### src/core/bst_params.svh
// constants for the boundary-scan test port
// assumes inclusion by the test port package and modules
`ifndef BST_PARAMS_SVH
`define BST_PARAMS_SVH
`define BST_IR_W        2
`define BST_OP_EXTEST   2'h0
`define BST_OP_SAMPLE   2'h1
`define BST_OP_IDCODE   2'h2
`define BST_OP_BYPASS   2'h3
`define BST_IR_CAPTURE  2'h1
`define BST_ID_W        32
`define BST_VER_W       3
`define BST_PART_W      16
`define BST_MFR_W       11
`define BST_ID_LSB      1'b1
// synchroniser lanes, in the order the pins are packed
`define BST_PIN_W       4
`define BST_PIN_TRST    3
`define BST_PIN_TCK     2
`define BST_PIN_TMS     1
`define BST_PIN_TDI     0
// arbitrary identity values, not those of any real part
`define BST_VER_DEF     3'h1
`define BST_PART_DEF    16'h0000
`define BST_MFR_DEF     11'h001
`endif

### src/core/bst_pkg.sv
// types for the boundary-scan test port
// assumes bst_params.svh is on the include path
`include "bst_params.svh"
package bst_pkg;
    typedef enum logic [3:0] {
        BST_RESET, BST_IDLE,
        BST_SEL_DR, BST_CAP_DR, BST_SHIFT_DR, BST_EXIT1_DR, BST_PAUSE_DR, BST_EXIT2_DR, BST_UPD_DR,
        BST_SEL_IR, BST_CAP_IR, BST_SHIFT_IR, BST_EXIT1_IR, BST_PAUSE_IR, BST_EXIT2_IR, BST_UPD_IR
    } bst_state_e;
    typedef logic [`BST_IR_W-1:0] bst_ir_t;
endpackage

### src/core/bst_sync.sv
// two-flop synchroniser for test pins
// assumes inputs are asynchronous to clk
module bst_sync #(
    parameter int W = 1
) (
    input  wire logic         clk,
    input  wire logic         reset,
    input  wire logic [W-1:0] d,
    output logic      [W-1:0] q
);
    logic [W-1:0] s1_q;
    logic [W-1:0] s1_d;
    logic [W-1:0] q_d;
    always_comb
    begin
        s1_d = d;
        q_d  = s1_q;
    end
    always_ff @(posedge clk)
    begin
        if (reset)
        begin
            s1_q <= '0;
            q    <= '0;
        end
        else
        begin
            s1_q <= s1_d;
            q    <= q_d;
        end
    end
endmodule

### src/core/bst_tap.sv
// boundary-scan test access port: controller, instruction register, id and bypass
// assumes tck, tms, tdi, trst_n come from pins asynchronous to clk; tck much slower than clk
`include "bst_params.svh"
// Notes on behaviour
// - the port uses the five test pins trst_n, tck, tms, tdi and tdo.
// - the instruction is two bits; 10 selects identification and 11 selects bypass.
// - codes 01 (sample/preload) and 00 (external test) also select the one-bit bypass path.
// - under identification the id word is captured into the scan path and shifted out on tdo.
// - the id word is version, part number, manufacturer, then a fixed 1 in the lsb.
module bst_tap #(
    parameter logic [`BST_VER_W-1:0]  VERSION = `BST_VER_DEF,
    parameter logic [`BST_PART_W-1:0] PART    = `BST_PART_DEF,
    parameter logic [`BST_MFR_W-1:0]  MFR     = `BST_MFR_DEF
) (
    input  wire logic          clk,
    input  wire logic          reset,
    input  wire logic          trst_n,
    input  wire logic          tck,
    input  wire logic          tms,
    input  wire logic          tdi,
    output logic               tdo,
    output logic               tdo_oe,
    output bst_pkg::bst_ir_t   instr
);
    import bst_pkg::*;
    // fields fill one bit short of the word; the spare msb is padded with zero on purpose
    localparam int ID_PAD_W = `BST_ID_W - `BST_VER_W - `BST_PART_W - `BST_MFR_W - 1;
    localparam logic [`BST_ID_W-1:0] ID_WORD = {{ID_PAD_W{1'b0}}, VERSION, PART, MFR, `BST_ID_LSB};

    logic [`BST_PIN_W-1:0] pin_s;
    logic                  trst_n_s;
    logic                  tck_s;
    logic                  tms_s;
    logic                  tdi_s;
    logic                  tck_q;
    logic                  tck_d;
    logic                  rise;
    logic                  fall;
    bst_state_e            state_q;
    bst_state_e            state_d;
    bst_ir_t               ir_sh_q;
    bst_ir_t               ir_sh_d;
    bst_ir_t               instr_d;
    logic [`BST_ID_W-1:0]  dr_q;
    logic [`BST_ID_W-1:0]  dr_d;
    logic                  tdo_d;
    logic                  tdo_oe_d;

    bst_sync #(
        .W (`BST_PIN_W)
    ) u_sync (
        .clk   (clk),
        .reset (reset),
        .d     ({trst_n, tck, tms, tdi}),
        .q     (pin_s)
    );

    assign trst_n_s = pin_s[`BST_PIN_TRST];
    assign tck_s    = pin_s[`BST_PIN_TCK];
    assign tms_s    = pin_s[`BST_PIN_TMS];
    assign tdi_s    = pin_s[`BST_PIN_TDI];

    function automatic bst_state_e next_state(input bst_state_e s, input logic m);
        unique case (s)
            BST_RESET:    next_state = m ? BST_RESET  : BST_IDLE;
            BST_IDLE:     next_state = m ? BST_SEL_DR : BST_IDLE;
            BST_SEL_DR:   next_state = m ? BST_SEL_IR : BST_CAP_DR;
            BST_CAP_DR:   next_state = m ? BST_EXIT1_DR : BST_SHIFT_DR;
            BST_SHIFT_DR: next_state = m ? BST_EXIT1_DR : BST_SHIFT_DR;
            BST_EXIT1_DR: next_state = m ? BST_UPD_DR : BST_PAUSE_DR;
            BST_PAUSE_DR: next_state = m ? BST_EXIT2_DR : BST_PAUSE_DR;
            BST_EXIT2_DR: next_state = m ? BST_UPD_DR : BST_SHIFT_DR;
            BST_UPD_DR:   next_state = m ? BST_SEL_DR : BST_IDLE;
            BST_SEL_IR:   next_state = m ? BST_RESET  : BST_CAP_IR;
            BST_CAP_IR:   next_state = m ? BST_EXIT1_IR : BST_SHIFT_IR;
            BST_SHIFT_IR: next_state = m ? BST_EXIT1_IR : BST_SHIFT_IR;
            BST_EXIT1_IR: next_state = m ? BST_UPD_IR : BST_PAUSE_IR;
            BST_PAUSE_IR: next_state = m ? BST_EXIT2_IR : BST_PAUSE_IR;
            BST_EXIT2_IR: next_state = m ? BST_UPD_IR : BST_SHIFT_IR;
            BST_UPD_IR:   next_state = m ? BST_SEL_DR : BST_IDLE;
        endcase
    endfunction

    // every instruction but identification uses the one-bit bypass path
    function automatic logic is_idcode(input bst_ir_t i);
        is_idcode = (i == `BST_OP_IDCODE);
    endfunction

    // tck edges by oversampling; a phase shorter than one clk may be lost
    always_comb
    begin
        tck_d = tck_s;
        rise  = tck_s & ~tck_q;
        fall  = ~tck_s & tck_q;
    end

    always_ff @(posedge clk)
    begin
        if (reset)
            tck_q <= 1'b0;
        else
            tck_q <= tck_d;
    end

    always_comb
    begin
        state_d = state_q;
        if (!trst_n_s)
            state_d = BST_RESET;
        else if (rise)
            state_d = next_state(state_q, tms_s);
    end

    always_ff @(posedge clk)
    begin
        if (reset)
            state_q <= BST_RESET;
        else
            state_q <= state_d;
    end

    always_comb
    begin
        ir_sh_d = ir_sh_q;
        if (trst_n_s && rise)
        begin
            if (state_q == BST_CAP_IR)
                ir_sh_d = `BST_IR_CAPTURE;
            else if (state_q == BST_SHIFT_IR)
                ir_sh_d = {tdi_s, ir_sh_q[`BST_IR_W-1:1]};
        end
    end

    always_ff @(posedge clk)
    begin
        if (reset)
            ir_sh_q <= `BST_IR_CAPTURE;
        else
            ir_sh_q <= ir_sh_d;
    end

    always_comb
    begin
        instr_d = instr;
        if (!trst_n_s || state_q == BST_RESET)
            instr_d = `BST_OP_IDCODE;
        else if (rise && state_q == BST_UPD_IR)
            instr_d = ir_sh_q;
    end

    always_ff @(posedge clk)
    begin
        if (reset)
            instr <= `BST_OP_IDCODE;
        else
            instr <= instr_d;
    end

    always_comb
    begin
        dr_d = dr_q;
        if (trst_n_s && rise)
        begin
            if (state_q == BST_CAP_DR)
            begin
                if (is_idcode(instr))
                    dr_d = ID_WORD;
                else
                    dr_d = '0;
            end
            else if (state_q == BST_SHIFT_DR)
            begin
                if (is_idcode(instr))
                    dr_d = {tdi_s, dr_q[`BST_ID_W-1:1]};
                else
                    dr_d = {{(`BST_ID_W-1){1'b0}}, tdi_s};
            end
        end
    end

    always_ff @(posedge clk)
    begin
        if (reset)
            dr_q <= '0;
        else
            dr_q <= dr_d;
    end

    // tdo moves only after a falling tck, so the controller samples it settled at the rise
    always_comb
    begin
        tdo_d    = tdo;
        tdo_oe_d = tdo_oe;
        if (!trst_n_s)
            tdo_oe_d = 1'b0;
        else if (fall)
        begin
            tdo_oe_d = (state_q == BST_SHIFT_DR) || (state_q == BST_SHIFT_IR);
            if (state_q == BST_SHIFT_IR)
                tdo_d = ir_sh_q[0];
            else
                tdo_d = dr_q[0];
        end
    end

    always_ff @(posedge clk)
    begin
        if (reset)
        begin
            tdo    <= 1'b0;
            tdo_oe <= 1'b0;
        end
        else
        begin
            tdo    <= tdo_d;
            tdo_oe <= tdo_oe_d;
        end
    end
endmodule

### config.mk
export PLATFORM = sky130hd
export DESIGN_NAME = bst_tap
export DESIGN_NICKNAME = d
export VERILOG_FILES = /design/src/core/bst_pkg.sv /design/src/core/bst_sync.sv /design/src/core/bst_tap.sv
export VERILOG_INCLUDE_DIRS = /design/src /design/src/core
export SDC_FILE = /design/constraint.sdc
export NUM_CORES = 1
export LEC_CHECK = 0
export BUFFER_PORTS_ARGS = -buffer_cell sky130_fd_sc_hd__buf_2
export CAP_MARGIN = 20
export CORE_AREA = 5 5 79 81
export DETAILED_ROUTE_END_ITERATION = 10
export DIE_AREA = 0 0 84 86
export SYNTH_ARGS = -nofsm -noshare
export SYNTH_HDL_FRONTEND = slang
export SYNTH_SLANG_ARGS = --single-unit
### constraint.sdc
create_clock -name clk -period 2.5 [get_ports clk]
set_input_delay 0.25 -clock clk [delete_from_list [all_inputs] [get_ports clk]]
set_output_delay 0.25 -clock clk [all_outputs]
set_load 0.1 [all_outputs]
==> flow_summary.yaml <==
setup_path:
  end_kind: "register"
  crit_fanout: 33
  worstSetupStartpointType: "register"
  crit_required_ns: 2.71
  worstReg2RegStart: "state_q[2]$_SDFFE_PP0P_"
  critical_path_class: "reg -> reg"
  reg2reg_depth: 5
  critPathArrivalTime_ns: 2.06
  reg2reg_to: "dr_q[0]$_SDFFE_PP0P_"
  r2r_setup_slack_ns: 0.66
yosys:
  ys.flop_type: "dfxtp_1"
  synth_edf_count: 0
  ys_seq_area_frac: 0.490
  synth.top_cell.area_share: 0.490
  syn-cell-area_um2: 2080
  synth_area_leaders: "dfxtp_1 (49%), a21oi_1 (9.1%), nand3_1 (7.7%)"
  ys_ff_latch: 51
  synthArstFlopShare: 0
  ys_types: 36
  syn_nets: 254
  synth.most_common_cell: "dfxtp_1"
  synth_area_per_cell_um2: 8.41
  yosysTopAreaCell: "dfxtp_1"
  synthCells: 248
  yosys_warnings: 0
  synth_common_cells: "dfxtp_1 (51), a21oi_1 (38), nand2_1 (35)"
placement:
  port_buffers: 9
  dp_cells: 314
  dp_hpwl_mm: 2.46
  gp_congestion: 0.831
hold_path:
  worstHoldPathType: "in -> reg"
  min_to: "u_sync.q_d[0]$_SDFF_PP0_"
  whs_path_depth: 2
  min_from: "tdi"
global_routing:
  grt_pass1_vias: 1479
  grt_pass1_wl_mm: 6.91
  grt_max_degree: 46
  antenna_found_initial: 0
  grt_use_total: 0.117
  grt-ovfl-total: 0
die:
  die_h_um: 86
  initial_core_util: 0.386
  die_area_um2: 7220
  coreArea_um2: 5410
  die_w_um: 84
  ios: 10
  rows: 27
flow_run:
  cap_violations: 0
final_layout:
  fillers: 577
  area_growth_pct: 7.74
  multi_input_area_um2: 948
  fin_util: 0.416
  fin_cells: 322
  seq_area_um2: 1020
  n_antenna_cell: 0
  nets: 255
  drive_above_1_share: 0.108
timing:
  holdWs_ns: 0.156
  finalCritPeriodShare: 0.738
  maxSlewViolCount: 0
  rsz0062_at_grt: "false"
  hold_viol: 0
  max_slew.worst_pin.slew_ns: 0.492
  final.setup.tns_ns: 0
  timing.final.crit_period_ns: 1.84
  setup_viol_count_final: 0
  relSlewSlack: 0.674
  max_freq_mhz: 542
  clock_skew_ns: 0.00264
cts:
  cts_max_level: 2
  post_cts_buffers: 0
  cts.path.max_buffers: 2
  cts_buffers: 5
  root_buffer: "clkbuf_8"
  cts_tree: "yes"
  cts_hold_buf: 0
  clock_latency_ns: 0.29
  clk_pin_slew_worst_paths_ns: 0.09
  cts_sinks: 51
  post_cts_resized: 0
drt:
  vias: 1659
  routed_wl_mm: 3.94
  via_per_inst: 5.15
  drt_iter0_markers: 93
  ant_nets: 0
  first_pass_iters: 4
  wl_per_cell_um: 12.2
  drc: 0
power_and_ir_drop:
  p_leak_nw: 0.689
  power_density_nw_per_um2: 590
  ir_worst_vdd_mv: 0.335
  finalPower_mw: 1.32
outcome:
  status: "finished, final reports clean"
## power by group
part / internal (mW) / switching [mW]
clock: 0.201 / 0.266
combinational: 0.0119 / 0.0211
sequential: 0.818 / 0.00553
total: 1.03 / 0.293
## cell families (layout without fill, tap and decap cells)
family / count (synthesis) / in the layout / synth area share
flip-flops: 51 / 51 / 0.490
multiplexers: 1 / 1 / 0.00480
AO/OA/AOI/OAI: 64 / 64 / 0.181
buffers and inverters: 24 / 26 / 0.0594
XOR/XNOR: 2 / 2 / 0.00840
AND/OR/NAND/NOR: 106 / 106 / 0.257
## worst max-delay path by stage
stage                       startpoint               endpoint  slack, ns
6_report       state_q[2]$_SDFFE_PP0P_   dr_q[0]$_SDFFE_PP0P_       0.66
5_1_grt        state_q[2]$_SDFFE_PP0P_   dr_q[1]$_SDFFE_PP0P_       0.48
4_1_cts        state_q[2]$_SDFFE_PP0P_   dr_q[0]$_SDFFE_PP0P_       0.63
3_5_place_dp   state_q[2]$_SDFFE_PP0P_   dr_q[0]$_SDFFE_PP0P_       0.66
3_3_place_gp   state_q[2]$_SDFFE_PP0P_   dr_q[0]$_SDFFE_PP0P_       0.71
2_1_floorplan    instr[1]$_SDFFE_PP1P_  dr_q[22]$_SDFFE_PP0P_       0.52
## through the flow
| step | worst slack (ns) | instance area, um^2 |
|---|---|---|
| final | 0.655 | 2250 |
| after global routing | 0.483 | 2250 |
| after CTS | 0.631 | 2250 |
| after detailed placement | 0.656 | 2160 |
| after global placement | 0.706 | 2160 |
| after floorplan | 0.523 | 2080 |
## layout by cell type (no fill, tap or decap), types with 2 or more instances in the layout
master and instances:
a311oi_1 2, a211oi_1 3, o211ai_1 4, inv_1 4, buf_4 5, dfxtp_1 51
nand3_1 32, buf_2 9, o21ai_0 5, nor2_1 9, nor2b_1 12, nand2b_1 5
nor3_1 4, nand2_1 35, a31oi_1 4, nor3b_1 2, a21oi_1 38, clkbuf_8 5
## layer usage
layer / global-route usage / wire, um / vias up / share of wire
li1: - / - / 862 / -
met1: 0.158 / 1980 / 774 / 0.50
met2: 0.179 / 1830 / 21 / 0.46
met3: 0.0288 / 115 / 2 / 0.029
met4: 0.0439 / 25 / 0 / 0.0063
met5: 0 / 0 / - / 0
## critical path, cell delays in order (launching register included)
cell      delay, ns
dfxtp_1        0.62
nor3b_2        0.30
o2111a_2       0.23
buf_4          0.30
nor2_1         0.07
a311oi_1       0.23
## sequential cells by signal, summed over array words and instances, names as in the netlist
register,count
dr_q,32
state_q,4
u_sync.q,4
u_sync.q_d,4
instr,2
ir_sh_q,2
tck_q,1
tdo,1
tdo_oe,1
## area by class of cell
class                      instances  share of cell area
clock buffer                       6              0.0323
multi-input combinational        173               0.422
timing repair buffer              14              0.0368
sequential                        51               0.455
inverter                           4             0.00669
tap                               72              0.0401
clock inverter                     2             0.00724
(Power assumes the default switching activity.)
